<file path="config.mk">
export PLATFORM = sky130hd
export DESIGN_NAME = icb_counter
export DESIGN_NICKNAME = d
export VERILOG_FILES = /design/src/rtl/icb_pkg.sv /design/src/rtl/icb_counter.sv
export SDC_FILE = /design/constraint.sdc
export NUM_CORES = 1
export LEC_CHECK = 0
export BUFFER_PORTS_ARGS = -buffer_cell sky130_fd_sc_hd__buf_4
export CAP_MARGIN = 5
export CORE_UTILIZATION = 66
export CTS_CLUSTER_DIAMETER = 150
export CTS_CLUSTER_SIZE = 16
export DETAILED_ROUTE_END_ITERATION = 6
export PLACE_DENSITY = 0.86
export SETUP_SLACK_MARGIN = 0.1
export SLEW_MARGIN = 20
export SYNTH_ARGS = -nofsm -noshare
export SYNTH_HDL_FRONTEND = slang
export SYNTH_SLANG_ARGS = --single-unit
</file>
<file path="constraint.sdc">
create_clock -name clk -period 17.6 [get_ports clk]
set_clock_uncertainty 0.1 [all_clocks]
set_input_delay 3.52 -clock clk [delete_from_list [all_inputs] [get_ports clk]]
set_output_delay 3.52 -clock clk [all_outputs]
set_load 0.005 [all_outputs]
</file>
<file path="src/rtl/icb_pkg.sv">
// Operation
// - External-direction mode counts each pulse on the chosen input, up to 5 kHz.
// - Direction input low counts up, high counts down.
// - Dual-input mode counts up on one input, down on the other.
// - Quadrature mode detects direction and steps two per full A/B period.
// - Over-frequency mode interrupts when measured frequency exceeds the reference.
// - Under-frequency mode interrupts when measured frequency falls below the reference.
// - Gate intervals of 0.01 s, 0.1 s and 1.0 s are selectable.
// - External-direction pulse comes from lines 1-4, direction from lines 5-8.
// - Four flag outputs carry handler-set states to the main program.
// - The current count is a signed 32-bit two's-complement value.
// - Counting modes interrupt when the count reaches the reference value.
// - Clear input high forces the count to zero.
// - The block runs only while activation is high, when gating is configured.
package icb_pkg;
    localparam int ICB_CLK_HZ = 40000000;
    localparam int ICB_MAX_PULSE_HZ = 5000;
    localparam int ICB_GATE0_MS = 10;
    localparam int ICB_GATE1_MS = 100;
    localparam int ICB_GATE2_MS = 1000;
    localparam int ICB_GATE0_CYC = ICB_CLK_HZ / 1000 * ICB_GATE0_MS;
    localparam int ICB_GATE1_CYC = ICB_CLK_HZ / 1000 * ICB_GATE1_MS;
    localparam int ICB_GATE2_CYC = ICB_CLK_HZ / 1000 * ICB_GATE2_MS;
    localparam int ICB_GATE0_MUL = 100;
    localparam int ICB_GATE1_MUL = 10;
    localparam int ICB_GATE2_MUL = 1;
    localparam logic [31:0] ICB_ADDR_CTRL = 32'h0000_0000;
    localparam logic [31:0] ICB_ADDR_REF = 32'h0000_0004;
    localparam logic [31:0] ICB_ADDR_COUNT = 32'h0000_0008;
    localparam logic [31:0] ICB_ADDR_FREQ = 32'h0000_000C;
    localparam logic [31:0] ICB_ADDR_FLAGS = 32'h0000_0010;
    localparam logic [31:0] ICB_ADDR_STAT = 32'h0000_0014;
    localparam logic [31:0] ICB_ADDR_MASK = 32'h0000_0018;
    localparam int ICB_CTRL_MODE_LSB = 0;
    localparam int ICB_CTRL_GATE_LSB = 4;
    localparam int ICB_CTRL_SELA_LSB = 8;
    localparam int ICB_CTRL_SELB_LSB = 12;
    localparam int ICB_CTRL_ENGATE_BIT = 16;
    localparam int ICB_CTRL_CLEAR_BIT = 17;
    localparam logic [31:0] ICB_CTRL_RESET = 32'h0000_0000;
    localparam logic [31:0] ICB_REF_RESET = 32'h0000_0000;
    localparam logic [3:0] ICB_MASK_RESET = 4'h0;
    localparam int ICB_STAT_HIT = 0;
    localparam int ICB_STAT_FREQ = 1;
    localparam int ICB_STAT_GATE = 2;
    localparam int ICB_STAT_ERR = 3;
    typedef enum logic [2:0] {
        ICB_MODE_EXTDIR,
        ICB_MODE_DUAL,
        ICB_MODE_QUAD,
        ICB_MODE_FOVER,
        ICB_MODE_FUNDER
    } icb_mode_e;
    typedef struct packed {
        logic [3:0] flags;
        logic signed [31:0] count;
    } icb_out_s;
endpackage

</file>
<file path="src/rtl/icb_counter.sv">
// Chosen here: the APB interface to the registers and the placing of the registers.
`timescale 1ns/1ps
module icb_counter
    import icb_pkg::*;
#(
    parameter int GATE0_CYC = icb_pkg::ICB_GATE0_CYC,
    parameter int GATE1_CYC = icb_pkg::ICB_GATE1_CYC,
    parameter int GATE2_CYC = icb_pkg::ICB_GATE2_CYC
)
(
    input wire logic clk,
    input wire logic rst_n,
    input wire logic psel,
    input wire logic penable,
    input wire logic pwrite,
    input wire logic [31:0] paddr,
    input wire logic [31:0] pwdata,
    output logic [31:0] prdata,
    output logic pready,
    output logic pslverr,
    input wire logic [7:0] input_line,
    input wire logic activate,
    input wire logic count_clear,
    output icb_pkg::icb_out_s counter_value_output,
    output logic irq_pulse,
    output logic irq
);
    import icb_pkg::*;

    logic [31:0] ctrl_reg;
    logic signed [31:0] ref_reg;
    logic [3:0] flags_reg;
    logic [3:0] stat_reg;
    logic [3:0] stat_next;
    logic [3:0] mask_reg;
    logic signed [31:0] count_reg;
    logic signed [31:0] count_next;
    logic [31:0] freq_reg;
    logic [31:0] gate_cnt_reg;
    logic [31:0] edge_cnt_reg;
    logic [7:0] s1_reg;
    logic [7:0] s2_reg;
    logic [7:0] s3_reg;
    logic [7:0] lvl_reg;
    logic [7:0] rise;
    logic quad_a_rise_dir_reg;
    logic irq_pulse_reg;
    logic icb_wr;
    logic running;
    logic a_pulse;
    logic a_lvl;
    logic b_lvl;
    logic b_pulse;
    logic gate_end;
    logic freq_hit;
    logic cnt_hit;
    logic [31:0] gate_len;
    logic [31:0] gate_mul;
    logic [31:0] freq_now;
    logic [2:0] sel_a;
    logic [2:0] sel_b;
    icb_mode_e mode;

    assign mode = icb_mode_e'(ctrl_reg[ICB_CTRL_MODE_LSB +: 3]);
    assign sel_a = ctrl_reg[ICB_CTRL_SELA_LSB +: 3];
    assign sel_b = ctrl_reg[ICB_CTRL_SELB_LSB +: 3];
    assign icb_wr = psel && penable && pwrite;
    assign pready = 1'b1;

    assign running = !ctrl_reg[ICB_CTRL_ENGATE_BIT] || activate;

    // Input synchronisers; a change counts once stages two and three agree.
    always_ff @(posedge clk or negedge rst_n)
    begin
        if (!rst_n)
        begin
            s1_reg <= 8'h00;
            s2_reg <= 8'h00;
            s3_reg <= 8'h00;
            lvl_reg <= 8'h00;
        end
        else
        begin
            s1_reg <= input_line;
            s2_reg <= s1_reg;
            s3_reg <= s2_reg;
            lvl_reg <= (s2_reg & s3_reg) | (lvl_reg & (s2_reg | s3_reg));
        end
    end

    // Filtered level moves only when both late stages agree.
    assign rise = (s2_reg & s3_reg) & ~lvl_reg;

    // In external-direction mode the pulse uses lines 1-4, direction lines 5-8.
    always_comb
    begin
        if (mode == ICB_MODE_EXTDIR)
        begin
            a_pulse = rise[{1'b0, sel_a[1:0]}];
            a_lvl = lvl_reg[{1'b0, sel_a[1:0]}];
            b_lvl = lvl_reg[{1'b1, sel_b[1:0]}];
            b_pulse = rise[{1'b1, sel_b[1:0]}];
        end
        else
        begin
            a_pulse = rise[sel_a];
            a_lvl = lvl_reg[sel_a];
            b_lvl = lvl_reg[sel_b];
            b_pulse = rise[sel_b];
        end
    end

    // Quadrature direction is latched at each A rising edge from the B level.
    always_ff @(posedge clk or negedge rst_n)
    begin
        if (!rst_n)
        begin
            quad_a_rise_dir_reg <= 1'b0;
        end
        else
        begin
            if (a_pulse)
            begin
                quad_a_rise_dir_reg <= b_lvl;
            end
        end
    end

    always_comb
    begin
        count_next = count_reg;
        case (mode)
            ICB_MODE_EXTDIR:
            begin
                if (a_pulse)
                begin
                    count_next = b_lvl ? count_reg - 32'sd1 : count_reg + 32'sd1;
                end
            end
            ICB_MODE_DUAL:
            begin
                count_next = count_reg + (a_pulse ? 32'sd1 : 32'sd0)
                    - (b_pulse ? 32'sd1 : 32'sd0);
            end
            ICB_MODE_QUAD:
            begin
                if (a_pulse)
                begin
                    count_next = b_lvl ? count_reg - 32'sd2 : count_reg + 32'sd2;
                end
            end
            default:
            begin
                count_next = count_reg;
            end
        endcase
    end

    // Signed count wraps through the full 32-bit range.
    always_ff @(posedge clk or negedge rst_n)
    begin
        if (!rst_n)
        begin
            count_reg <= 32'sh0000_0000;
        end
        else if (count_clear || ctrl_reg[ICB_CTRL_CLEAR_BIT])
        begin
            count_reg <= 32'sh0000_0000;
        end
        else if (running)
        begin
            count_reg <= count_next;
        end
    end

    // Hit when the count arrives at the reference.
    assign cnt_hit = running && !count_clear && !ctrl_reg[ICB_CTRL_CLEAR_BIT]
        && (mode == ICB_MODE_EXTDIR || mode == ICB_MODE_DUAL || mode == ICB_MODE_QUAD)
        && count_next != count_reg && count_next == ref_reg;

    always_comb
    begin
        case (ctrl_reg[ICB_CTRL_GATE_LSB +: 2])
            2'h0:
            begin
                gate_len = 32'(GATE0_CYC);
                gate_mul = 32'(ICB_GATE0_MUL);
            end
            2'h1:
            begin
                gate_len = 32'(GATE1_CYC);
                gate_mul = 32'(ICB_GATE1_MUL);
            end
            default:
            begin
                gate_len = 32'(GATE2_CYC);
                gate_mul = 32'(ICB_GATE2_MUL);
            end
        endcase
    end

    assign gate_end = running && (gate_cnt_reg >= gate_len - 32'h0000_0001);
    assign freq_now = 32'((edge_cnt_reg + (a_pulse ? 32'h1 : 32'h0)) * gate_mul);

    always_ff @(posedge clk or negedge rst_n)
    begin
        if (!rst_n)
        begin
            gate_cnt_reg <= 32'h0000_0000;
            edge_cnt_reg <= 32'h0000_0000;
            freq_reg <= 32'h0000_0000;
        end
        else if (!running || !(mode == ICB_MODE_FOVER || mode == ICB_MODE_FUNDER))
        begin
            gate_cnt_reg <= 32'h0000_0000;
            edge_cnt_reg <= 32'h0000_0000;
        end
        else if (gate_end)
        begin
            gate_cnt_reg <= 32'h0000_0000;
            edge_cnt_reg <= 32'h0000_0000;
            freq_reg <= freq_now;
        end
        else
        begin
            gate_cnt_reg <= gate_cnt_reg + 32'h0000_0001;
            edge_cnt_reg <= edge_cnt_reg + (a_pulse ? 32'h1 : 32'h0);
        end
    end

    // Over-frequency and under-frequency compare at each gate end.
    assign freq_hit = gate_end && (
        (mode == ICB_MODE_FOVER && $signed({1'b0, freq_now}) > $signed({ref_reg[31], ref_reg}))
        || (mode == ICB_MODE_FUNDER
            && $signed({1'b0, freq_now}) < $signed({ref_reg[31], ref_reg})));

    always_ff @(posedge clk or negedge rst_n)
    begin
        if (!rst_n)
        begin
            irq_pulse_reg <= 1'b0;
        end
        else
        begin
            irq_pulse_reg <= cnt_hit || freq_hit;
        end
    end
    assign irq_pulse = irq_pulse_reg;

    // Sticky status: a new event wins over a write-one clear in the same cycle.
    always_comb
    begin
        stat_next = stat_reg;
        if (icb_wr && paddr == ICB_ADDR_STAT)
        begin
            stat_next = stat_reg & ~pwdata[3:0];
        end
        stat_next[ICB_STAT_HIT] = stat_next[ICB_STAT_HIT] | cnt_hit;
        stat_next[ICB_STAT_FREQ] = stat_next[ICB_STAT_FREQ] | freq_hit;
        stat_next[ICB_STAT_GATE] = stat_next[ICB_STAT_GATE] | gate_end;
        stat_next[ICB_STAT_ERR] = stat_next[ICB_STAT_ERR]
            | (psel && penable && pslverr);
    end

    always_ff @(posedge clk or negedge rst_n)
    begin
        if (!rst_n)
        begin
            stat_reg <= 4'h0;
        end
        else
        begin
            stat_reg <= stat_next;
        end
    end
    assign irq = |(stat_reg & mask_reg);

    // Software registers; the handler writes the four flags.
    always_ff @(posedge clk or negedge rst_n)
    begin
        if (!rst_n)
        begin
            ctrl_reg <= ICB_CTRL_RESET;
            ref_reg <= ICB_REF_RESET;
            mask_reg <= ICB_MASK_RESET;
            flags_reg <= 4'h0;
        end
        else if (icb_wr)
        begin
            case (paddr)
                ICB_ADDR_CTRL: ctrl_reg <= pwdata;
                ICB_ADDR_REF: ref_reg <= pwdata;
                ICB_ADDR_MASK: mask_reg <= pwdata[3:0];
                ICB_ADDR_FLAGS: flags_reg <= pwdata[3:0];
                default: ctrl_reg <= ctrl_reg;
            endcase
        end
    end

    assign counter_value_output.flags = flags_reg;
    assign counter_value_output.count = count_reg;

    always_comb
    begin
        pslverr = 1'b0;
        case (paddr)
            ICB_ADDR_CTRL: prdata = ctrl_reg;
            ICB_ADDR_REF: prdata = ref_reg;
            ICB_ADDR_COUNT: prdata = count_reg;
            ICB_ADDR_FREQ: prdata = freq_reg;
            ICB_ADDR_FLAGS: prdata = {28'h0000000, flags_reg};
            ICB_ADDR_STAT: prdata = {28'h0000000, stat_reg};
            ICB_ADDR_MASK: prdata = {28'h0000000, mask_reg};
            default:
            begin
                prdata = 32'h0000_0000;
                pslverr = psel;
            end
        endcase
    end

    // Assertions.
    clear_zero_a: assert property (@(posedge clk) disable iff (!rst_n)
        count_clear |=> count_reg == 32'sh0) else $error("count not cleared");
    hit_pulse_a: assert property (@(posedge clk) disable iff (!rst_n)
        cnt_hit |=> irq_pulse && stat_reg[ICB_STAT_HIT]) else $error("hit lost");
    rise_sync_a: assert property (@(posedge clk) disable iff (!rst_n)
        (rise & ~($past(input_line, 2) & $past(input_line, 3))) == 8'h00)
        else $error("edge before sync");
    ext_up_a: assert property (@(posedge clk) disable iff (!rst_n)
        running && mode == ICB_MODE_EXTDIR && a_pulse && !b_lvl && !count_clear
        && !ctrl_reg[ICB_CTRL_CLEAR_BIT] |=> count_reg == $past(count_reg) + 32'sd1)
        else $error("ext up wrong");
    quad_step_a: assert property (@(posedge clk) disable iff (!rst_n)
        running && mode == ICB_MODE_QUAD && a_pulse && !count_clear
        && !ctrl_reg[ICB_CTRL_CLEAR_BIT] |=> count_reg - $past(count_reg) == 32'sd2
        || $past(count_reg) - count_reg == 32'sd2) else $error("quad step wrong");
    quad_dir_a: assert property (@(posedge clk) disable iff (!rst_n)
        running && mode == ICB_MODE_QUAD && a_pulse && !count_clear
        && !ctrl_reg[ICB_CTRL_CLEAR_BIT]
        |=> quad_a_rise_dir_reg == ($past(count_reg) - count_reg == 32'sd2))
        else $error("quad dir wrong");
    hold_off_a: assert property (@(posedge clk) disable iff (!rst_n)
        !running && !count_clear && !ctrl_reg[ICB_CTRL_CLEAR_BIT]
        |=> $stable(count_reg)) else $error("counted while off");
    freq_over_a: assert property (@(posedge clk) disable iff (!rst_n)
        gate_end && mode == ICB_MODE_FOVER && !ref_reg[31] && freq_now > ref_reg
        |=> irq_pulse) else $error("over missed");
    freq_under_a: assert property (@(posedge clk) disable iff (!rst_n)
        gate_end && mode == ICB_MODE_FUNDER && !ref_reg[31] && freq_now < ref_reg
        |=> irq_pulse) else $error("under missed");
    dual_a: assert property (@(posedge clk) disable iff (!rst_n)
        running && mode == ICB_MODE_DUAL && a_pulse && !b_pulse && !count_clear
        && !ctrl_reg[ICB_CTRL_CLEAR_BIT] |=> count_reg == $past(count_reg) + 32'sd1)
        else $error("dual wrong");
endmodule

</file>
Yosys cells after proc, flatten, opt, wreduce, memory -nomap -nowiden
Cells that the tools add are included.

operators by class
  bitwise operators = 14
  multiply operators = 1
  add/sub/neg operators = 9
  equal/unequal tests = 13
  reduce and logical (&&, ||, !) cells = 37
  $lt $le $gt $ge = 7
  shift operators = 0
  div/mod/pow operators = 0
  mux-type cells = 33

operators by type and width
  operator                                                               count
  32-bit 2-to-1 mux                                                      10
  32-bit case mux with 7 select lines                                    1
  32-bit by 5-bit == test with 1-bit output (second input constant)      3
  32-bit case mux with 3 select lines                                    1
  32-bit by 4-bit == test with 1-bit output (second input constant)      2
  26-bit case mux with 2 select lines                                    1
  33-bit by 32-bit > comparator with 1-bit output                        1
  33-bit by 32-bit less-than comparator with 1-bit output                1
  32-bit by 1-bit adder with 32-bit output                               1
  32-bit by 1-bit adder with 32-bit output (second input constant)       1
  32-bit by 2-bit adder with 32-bit output (second input constant)       1
  32-bit by 3-bit adder with 32-bit output (second input constant)       1
  32-bit adder                                                           1
  32-bit by 3-bit == test with 1-bit output (second input constant)      1
  32-bit == test                                                         1
  32-bit >= comparator                                                   1
  32-bit zero test                                                       1
  32-bit by 32-bit multiplier with 32-bit output                         1
  32-bit != test                                                         1
  32-bit by 1-bit subtractor with 32-bit output (second input constant)  1
  32-bit by 2-bit subtractor with 32-bit output                          1
  32-bit by 2-bit subtractor with 32-bit output (second input constant)  1
  32-bit by 3-bit subtractor with 32-bit output (second input constant)  1
  8-bit AND                                                              3
  26 further kinds                                                       76

word-level totals
  ROM bits = 0
  output and inout port bits = 72
  bits of input ports = 79
  bits in writable memories = 0
  memories kept = 0
  register bits = 237
  latch bits = 0

Depth between registers and ports, before layout
Gate-level depths: netlist (run 1).

  depth after elaboration = 13
  gate-level depth with buffers = 45

Worst setup path before layout (run 1)
No wires, ideal clock.

  path kind = register -> register
  start point = reg ctrl_reg[8]
  end point = reg irq_pulse_reg, in the netlist irq_pulse
  slack = 8.540 ns
  data required time = 17.413 ns
  buffers on the path = 2
  cell stages (with the launch flop) = 40
  arrival time = 8.873 ns
  clock period less this slack = 9.060 ns
  cell sequence = dfrtp_1 > clkbuf_1 > mux4_2 > mux2i_4 > buf_4 > ha_1 > ha_1 > and3_1 > nand3_1 > xor2_1 > nor2b_1 > a211oi_1 > ha_1 > fa_1 > fa_1 > inv_1 > fa_1 > inv_1 > [... 4 more ...] > o2111ai_1 > a31o_2 > a21o_1 > a21o_1 > a21oi_1 > xnor2_1 > ha_1 > a21o_1 > a21o_1 > a21oi_1 > nor2b_1 > nor3_1 > o221ai_1 > a211o_1 > mux2i_1 > nand3_1 > nor2b_1 > a22oi_1

between the ends
  cells in the longest elaborated chain, start to end = 11
  elaborated cells between the ends (all ways) = 24
  those cells by class = add/sub: 3; mul: 1; order compare: 2; eq/ne: 2; mux: 9; reduce/logical: 7

ends and longest elaborated chain
  what                                                                                                                               line                                    RTL
  start: declaration                                                                                                                 icb_counter.sv:30                       logic [31:0] ctrl_reg;
  start signal: assignment                                                                                                           icb_counter.sv:291                      ICB_ADDR_CTRL: ctrl_reg <= pwdata;
  start signal: assignment                                                                                                           icb_counter.sv:295                      default: ctrl_reg <= ctrl_reg;
  1-bit binary-select mux with 3-bit select / 1-bit binary-select mux with 2-bit select (equally long branches)                      icb_counter.sv:106, icb_counter.sv:99
  1-bit 2-to-1 mux, on equally long branches                                                                                         icb_counter.sv:106, icb_counter.sv:99
  1-bit 2-to-1 mux *                                                                                                                 icb_counter.sv:97                       if (mode == ICB_MODE_EXTDIR)
  1-bit 2-to-1 mux *                                                                                                                 icb_counter.sv:203                      assign freq_now = 32'((edge_cnt_reg + (a_pulse ? 32'h1 : 32'h0)) * gate_mul);
  32-bit by 1-bit adder with 32-bit output *                                                                                         icb_counter.sv:203
  32-bit by 32-bit multiplier with 32-bit output *                                                                                   icb_counter.sv:203
  named net freq_now[27]                                                                                                             icb_counter.sv:59                       logic [31:0] freq_now;
  33-bit by 32-bit > comparator with 1-bit output / 33-bit by 32-bit less-than comparator with 1-bit output (equally long branches)  icb_counter.sv:233, icb_counter.sv:235
  1-bit logical AND, on equally long branches                                                                                        icb_counter.sv:233, icb_counter.sv:235
  1-bit logical OR *                                                                                                                 icb_counter.sv:234                      || (mode == ICB_MODE_FUNDER
  1-bit logical AND *                                                                                                                icb_counter.sv:232                      assign freq_hit = gate_end && (
  1-bit logical OR *                                                                                                                 icb_counter.sv:245                      irq_pulse_reg <= cnt_hit || freq_hit;
  end signal: assignment                                                                                                             icb_counter.sv:245
  end: declaration                                                                                                                   icb_counter.sv:47                       logic irq_pulse_reg;

Mark *: on every way through the listed nets, which the timed path passes. The rest lies on a longest branch. The select of a mux whose other input is x is not followed.
A chain may end at the register's enable or synchronous reset.

Final worst setup path (run 1)
  start point = reg ctrl_reg[1]
  end point = reg irq_pulse_reg, in the netlist irq_pulse

between the ends
  cells in the longest elaborated chain, start to end = 10
  elaborated cells between the ends (all ways) = 33
  those cells by class = add/sub: 3; mul: 1; order compare: 2; eq/ne: 6; mux: 10; reduce/logical: 11

ends and longest elaborated chain
  what                                                                                                                               line
  3-bit zero test *                                                                                                                  icb_counter.sv:97
  1-bit 2-to-1 mux *                                                                                                                 icb_counter.sv:97
  1-bit 2-to-1 mux *                                                                                                                 icb_counter.sv:203
  32-bit by 1-bit adder with 32-bit output *                                                                                         icb_counter.sv:203
  32-bit by 32-bit multiplier with 32-bit output *                                                                                   icb_counter.sv:203
  named net freq_now[26]                                                                                                             icb_counter.sv:59
  33-bit by 32-bit > comparator with 1-bit output / 33-bit by 32-bit less-than comparator with 1-bit output (equally long branches)  icb_counter.sv:233, icb_counter.sv:235
  1-bit logical AND, on equally long branches                                                                                        icb_counter.sv:233, icb_counter.sv:235
  1-bit logical OR *                                                                                                                 icb_counter.sv:234
  1-bit logical AND *                                                                                                                icb_counter.sv:232
  1-bit logical OR *                                                                                                                 icb_counter.sv:245

Mark *: on every way through the listed nets, which the timed path passes. The rest lies on a longest branch.

==> results of run 1 <==
[cells by family (layout without fill, tap and decap cells)]
logic type,count (synthesis),in the layout,synth area share
buf+inv,369,430,0.0602
mux,106,106,0.0535
compound gates,708,708,0.213
flops,237,237,0.251
xor+xnor,163,163,0.0604
fa+ha+maj,276,276,0.176
other cells,2,6,0.000318
simple gates,902,902,0.185
[cell usage after synthesis, types with 15 or more instances]
cell type and count:
a22oi_1 24, a221o_1 33, xnor2_1 98, o21a_1 26
and4_1 20, xor2_1 65, nand2b_1 24, o211ai_1 25
nand4_1 55, o21ai_0 124, and3_1 37, nand3_1 82
a31oi_1 16, or3_1 15, fa_1 98, ha_1 170
a21oi_1 152, dfrtp_1 237, nor4_1 31, a211oi_1 26
nor2_1 268, nor2b_1 16, nand2_1 216, o221ai_1 15
clkbuf_1 111, and2_1 22, buf_1 15, mux2_2 68
a22o_1 33, a221oi_1 27, a21o_1 42, nor3_1 64
inv_1 231, mux2i_1 24
[per-layer routing]
layer / track usage / vias up / routed length, um
met5: 0 / - / 0
met4: 0.291 / 0 / 5890
met3: 0.0769 / 418 / 8710
met2: 0.736 / 1488 / 38100
met1: 0.544 / 11100 / 29000
li1: - / 10100 / -
[stage by stage]
step | setup WS [ps] | cells | hold WS (ps)
2_1_floorplan | 8540 | 2767 | 231
3_3_place_gp | 7500 | 3263 | 233
3_5_place_dp | 7150 | 3263 | 236
4_1_cts | 7070 | 3283 | 252
5_1_grt | 6280 | 3283 | 262
6_report | 6870 | 3283 | 252
[area by class of cell]
cell class,count,area [um^2]
Fill cell,2518,9370
Timing Repair Buffer,178,1340
Inverter,232,871
Sequential cell,237,5930
Multi-Input combinational cell,2161,16300
Tap cell,455,569
Clock inverter,2,21.3
Clock buffer,18,450
[worst max-delay path, delay by kind of cell (launching register included)]
family | cells | cell delay, ps
compound gates | 11 | 2100
xor+xnor | 2 | 590
fa+ha+maj | 8 | 3290
buf+inv | 3 | 440
flops | 1 | 960
mux | 2 | 360
simple gates | 14 | 2820
[report_power, final]
group / switching [uW] / internal (uW) / total, uW
combinational: 344 / 196 / 540
sequential: 31.7 / 555 / 587
clock: 202 / 184 / 386
[layout by cell type (no fill, tap or decap), types with 68 or more instances in the layout]
cell type,synthesis,layout
mux2_2,68,68
nor2_1,268,266
inv_1,231,230
dfrtp_1,237,237
buf_4,2,177
a21oi_1,152,151
fa_1,98,98
o21ai_0,124,124
ha_1,170,170
nand2_1,216,216
nand3_1,82,82
xnor2_1,98,98
[how the worst max path moves through the flow]
stage,cells past startpoint,to,start
floorplan,39,irq_pulse$_DFF_PN0_,ctrl_reg[8]$_DFFE_PN0P_
global route,41,irq_pulse$_DFF_PN0_,ctrl_reg[1]$_DFFE_PN0P_
CTS,41,irq_pulse$_DFF_PN0_,ctrl_reg[1]$_DFFE_PN0P_
detailed placement,40,irq_pulse$_DFF_PN0_,ctrl_reg[1]$_DFFE_PN0P_
finish,40,irq_pulse$_DFF_PN0_,ctrl_reg[1]$_DFFE_PN0P_
global placement,41,irq_pulse$_DFF_PN0_,ctrl_reg[1]$_DFFE_PN0P_
==> metrics.md, run 1 <==
| Metric | Value |
|---|---|
| Share of the synthesized area in the top cell type | 0.251 |
| Worst-Skew Late Latency | 540 ps |
| Initial core utilization | 0.678 |
| Synth async-reset ratio | 1.00 |
| Yosys reg bits | 237 |
| Crit share post-route | 0.609 |
| Num CTS Buffers | 18 |
| Critical path arrival | around 11000 ps |
| Startpoint Class | register |
| DR iter-0 viols | approximately 2.6k |
| Drt pass-1 iters | 7 |
| Main flop type after synthesis | dfrtp_1 |
| Seq/Total Area, Yosys | 0.251 |
| Hold_sp | s1_reg[6]$_DFF_PN0_ |
| Hold Path End | s2_reg[6]$_DFF_PN0_ |
| Worst reg2reg startpoint | ctrl_reg[1]$_DFFE_PN0P_ |
| Syn Inst Count | approximately 2.8k |
| Final hold vios | 0 |
| Most Frequent Cell on Critical Path | nand3_1 |
| Failing checks | design-rule violations |
| Vert. Die Dim | 191 um |
| Post-route ant nets | 0 |
| CTS H-tree lvls | 1 |
| Io pins | around 150 |
| Fmax | 93.2 MHz |
| Core ar. | 34900 um^2 |
| Per-cell routed wire length | 24.9 um |
| Post-synth EDFFs | 0 |
| Power per cell area | roughly 59 nW/um^2 |
| Slew Viols, Final | 0 |
| Setup TNS | 0 ps |
| Worst-Margin Slew | 1230 ps |
| Crit path time final | between 10000 and 15000 ps |
| Via count | 23.1k |
| Synth Warn # | 0 |
| RePlAce Congestion | 1.08 |
| Synth area leader | dfrtp_1 |
| Grt ovf | 0 |
| Worst-path clk slew | 80 ps |
| Ant diodes | 0 |
| Status | finished with violations |
| Hpwl dp | roughly 63 mm |
| Pleak | 0.0121 uW |
| Yosys cell types | 98 |
| Area of the die | 36600 um^2 |
| Path depth of the worst reg2reg path | 40 |
| Clock buffer depth | 3 |
| Layout cells sized above 1 | 0.116 |
| Top post-synthesis cells by area | dfrtp_1, ha_1, fa_1, nor2_1, inv_1 |
| Vias in the first global route | 23.1k |
| CP Class | reg -> reg |
| Gates resized, CTS repair | 0 |
| Area Growth Syn to Fin | 7.92% |
| Antenna violations before repair | 0 |
| Final Util | 0.731 |
| Clock root cell | clkbuf_16 |
| IO Port Bufs | 149 |
| Worst path slowest cell | dfrtp_1 |
| Reg2Reg Setup Slack | 6870 ps |
| Final Instance Area | 25500 um^2 |
| Min-Delay Path Class | reg -> reg |
| Power Total | about 1500 uW |
| Largest net degree at the start of global routing | around 110 |
| Remaining DRCs | 1 |
| Worst R2R End | irq_pulse$_DFF_PN0_ |
| Syn avg cell area | approximately 8.6 um^2 |
| Total GRT Usage | 0.448 |
| Unrepaired setup endpoints after global routing | no |
| Postcts setup bufs | 0 |
| Nets@finish | 3175 |
| First-pass GRT wire length | 126 mm |
| Max-slew headroom | 0.179 |
| Placed Area | 25000 um^2 |
| CP max stage delay | 960 ps |
| Worst-path fanout max | 26 |
| Hold buffers post-CTS | 0 |
| # setup viols final | 0 |
| Vias/cell | 7.04 |
| CTS Sinks | between 200 and 250 |
| Worst setup EP type | register |
| Req. time, crit path | 17960 ps |
| Die width | between 150 and 200 um |
| Peak supply drop | 0.0807 mV |
| WL final | 81.8 mm |
| Netlist Area Pre-Place | 23600 um^2 |
| CTS tree | built |
| Hold Path Stages | 0 |
| Max cap viols | 0 |
| Rows | 68 |
(Power assumes the default switching activity.)
==> inputs of run 2 (changes only) <==
--- a/config.mk
+++ b/config.mk
@@ -7,11 +7,11 @@
 export LEC_CHECK = 0
 export BUFFER_PORTS_ARGS = -buffer_cell sky130_fd_sc_hd__buf_4
 export CAP_MARGIN = 5
-export CORE_UTILIZATION = 66
+export CORE_UTILIZATION = 57
 export CTS_CLUSTER_DIAMETER = 150
 export CTS_CLUSTER_SIZE = 16
 export DETAILED_ROUTE_END_ITERATION = 6
-export PLACE_DENSITY = 0.86
+export PLACE_DENSITY = 0.79
 export SETUP_SLACK_MARGIN = 0.1
 export SLEW_MARGIN = 20
 export SYNTH_ARGS = -nofsm -noshare
==> constraint.sdc (replaced) <==
create_clock -name clk -period 9.2 [get_ports clk]
set_clock_uncertainty 0.1 [all_clocks]
set_input_delay 1.84 -clock clk [delete_from_list [all_inputs] [get_ports clk]]
set_output_delay 1.84 -clock clk [all_outputs]
set_load 0.005 [all_outputs]
==> run 2 against run 1 <==
  * Die area up 16%
  * The run ends with negative setup slack left
  * Register-to-register slack lost 7000 ps
  * Critical path type unchanged
  * Final cell count increased by 6.2%
==> metrics.md, run 2 (synthesized netlist as in run 1, its figures left out) <==
| Metric | Value |
|---|---|
| Hpwl dp | 67.9 mm (+7.8%) |
| Rows | 74 (+8.8%) |
| Per-cell routed wire length | 26.2 um (+5.1%) |
| Worst R2R End | irq_pulse$_DFF_PN0_ |
| Switching Share | 0.389 (+0.00736) |
| CTS tree | built |
| Area Growth Syn to Fin | 14.7% |
| Placed Area | 25900 um^2 (+3.4%) |
| Io pins | 151 (unchanged) |
| Path depth of the worst reg2reg path | 41 (+2.5%) |
| Combinational share of power | 0.363 (+0.006) |
| Worst-path clk slew | 80 ps (about the same) |
| Worst path slowest cell | fa_2 |
| Max-slew headroom | 0.235 (+0.0559) |
| Post-Place Worst Slack | -328 ps (-7480 ps) |
| Final Instance Area | 27100 um^2 (+6.3%) |
| NetSw | 1150 uW (+99%) |
| WL final | 91.3 mm (+12%) |
| Crit path from | lvl_reg[3]$_DFF_PN0_ |
| Clk pwr share | 0.257 (+0.002) |
| Clock buffer depth | 3 (unchanged) |
| Failing checks | negative setup slack |
| Status | finished with violations |
| Most frequent cells in the layout | buf_4, nor2_1, dfrtp_1 |
| Top Metal Used | met4 |
| Vert. Die Dim | 206 um (+7.5%) |
| Grt ovf | 0 (unchanged) |
| Pleak | 0.0128 uW (+5.6%) |
| Remaining DRCs | 0 (-1) |
| First-pass GRT wire length | 134 mm (+6.3%) |
| Worst-Skew Late Latency | 550 ps (about the same) |
| Routed length on met1 | 34.2 mm (+18%) |
| Power per cell area | 109 nW/um^2 (+83%) |
| Reg power frac | 0.379 (-0.009) |
| Slew Viols, Final | 0 (unchanged) |
| Worst setup EP type | register |
| Met2 Wirelength | 42.9 mm (+13%) |
| Worst reg2reg startpoint | lvl_reg[3]$_DFF_PN0_ |
| Nets@finish | 3302 (+4.0%) |
| IO Port Bufs | 149 (unchanged) |
| Startpoint Class | register |
| CTS H-tree lvls | 1 (unchanged) |
| Max cap viols | 0 (unchanged) |
| Die width | 206 um (+7.5%) |
| Reg2Reg Setup Slack | -160 ps (-7030 ps) |
| End point of the critical path | irq_pulse$_DFF_PN0_ |
| DR iter-0 viols | 2663 (+2.3%) |
| Critical path arrival | 9740 ps (-1340 ps) |
| Met3 wire len | 7.66 mm (-12%) |
| Crit path time final | 9360 ps (-1370 ps) |
| Clock root cell | clkbuf_16 |
| Peak supply drop | 0.152 mV (+89%) |
| Core ar. | 40800 um^2 (+17%) |
| Layout cells sized above 1 | 0.179 (+0.0631) |
| Fmax | 107 MHz (+15%) |
| Worst-Margin Slew | 1140 ps (-88.1 ps) |
| Pint | 1800 uW (+93%) |
| Total GRT Usage | 0.417 (-0.0313) |
| Commonest non-fill, non-tap cell in the layout | buf_4 |
| Worst-path fanout max | 4 (-85%) |
| Final hold vios | 0 (unchanged) |
| Req. time, crit path | 9580 ps (-8380 ps) |
| CP Class | reg -> reg |
| Largest net degree at the start of global routing | 125 (+9.6%) |
| Post-route ant nets | 0 (unchanged) |
| Initial core utilization | 0.579 (-0.0987) |
| Drt pass-1 iters | 6 (-1) |
| # setup viols final | 2 (+2) |
| Antenna violations before repair | 0 (unchanged) |
| Vias/cell | 6.83 (-3.1%) |
| Num CTS Buffers | 18 (unchanged) |
| Area of the die | 42300 um^2 (+16%) |
| RePlAce Congestion | 1.00 (-6.9%) |
| Ant diodes | 0 (unchanged) |
| Unrepaired setup endpoints after global routing | yes |
| Min-Delay Path Class | reg -> reg |
| Vias in the first global route | 23.0k (-0.30%) |
| CP max stage delay | 550 ps (-410 ps) |
| CTS Sinks | 237 (unchanged) |
| PnR worst setup slack | -157 ps (-7030 ps) |
| Crit share post-route | 1.02 (+0.408) |
| Via count | 23.8k (+3.0%) |
run 2: changes by cell type in the layout (fill, tap and decap cells not counted), sizes merged:
cell / change
buf: +127
run 2: cell type report:
cell class	instances	area, um^2
Inverter	232	871
Timing Repair Buffer	305	2340
Multi-Input combinational cell	2161	16800
Tap cell	532	666
Clock inverter	2	21.3
Clock buffer	18	450
Sequential cell	237	5930
Fill cell	3144	13700
run 2: worst min-delay path by stage:
stage	from	to	depth (start not counted)
after floorplan	s1_reg[0]$_DFF_PN0_	s2_reg[0]$_DFF_PN0_	0
after CTS	s1_reg[2]$_DFF_PN0_	s2_reg[2]$_DFF_PN0_	0
after global placement	s1_reg[2]$_DFF_PN0_	s2_reg[2]$_DFF_PN0_	0
after global routing	s1_reg[2]$_DFF_PN0_	s2_reg[2]$_DFF_PN0_	0
after detailed placement	s1_reg[2]$_DFF_PN0_	s2_reg[2]$_DFF_PN0_	0
final	s1_reg[2]$_DFF_PN0_	s2_reg[2]$_DFF_PN0_	0
run 2: power groups by stage:
stage	clock (uW)	sequential [uW]	combinational (uW)
floorplan	0	1110	683
global placement	0	1130	1030
detailed placement	0	1130	1030
CTS	761	1110	1030
global route	794	1120	1150
finish	759	1120	1070
run 2: per-layer routing:
metal | track usage | vias to the layer above
met4 | 0.231 | 0
met3 | 0.0627 | 408
met1 | 0.518 | 11700
met2 | 0.693 | 1332
met5 | 0 | -
li1 | - | 10400
run 2: repair_timing:
item / in CTS / in global routing
endpoints found under the hold margin: 0 / 0
endpoints found under the setup margin: 2 / 2
setup buffers: 6 / 20
gates resized for setup: 26 / 78
pin swaps: 11 / 67
hold buffers: 0 / 0
run 2: metrics by stage:
| step | TNS [ps] | cells | hold slack (ps) | utilization | power [uW] |
|---|---|---|---|---|---|
| 3_3_place_gp | 0 | 3440 | 234 | 0.634 | 2160 |
| 4_1_cts | 0 | 3466 | 252 | 0.650 | 2910 |
| 5_1_grt | -961 | 3487 | 264 | 0.664 | 3060 |
| 6_report | -304 | 3487 | 251 | 0.664 | 2950 |
| 3_5_place_dp | -528 | 3440 | 236 | 0.634 | 2160 |
| 2_1_floorplan | 0 | 2767 | 231 | - | 1790 |
run 2: critical path: cells and delay by family, from the launching register on:
family	cells	cell delay, ps
adder cells (fa/ha/maj)	8	2980
AO/OA/AOI/OAI	14	2490
AND/OR/NAND/NOR	10	1440
multiplexers	3	920
buffers and inverters	4	480
XOR/XNOR	2	480
flip-flops	1	380
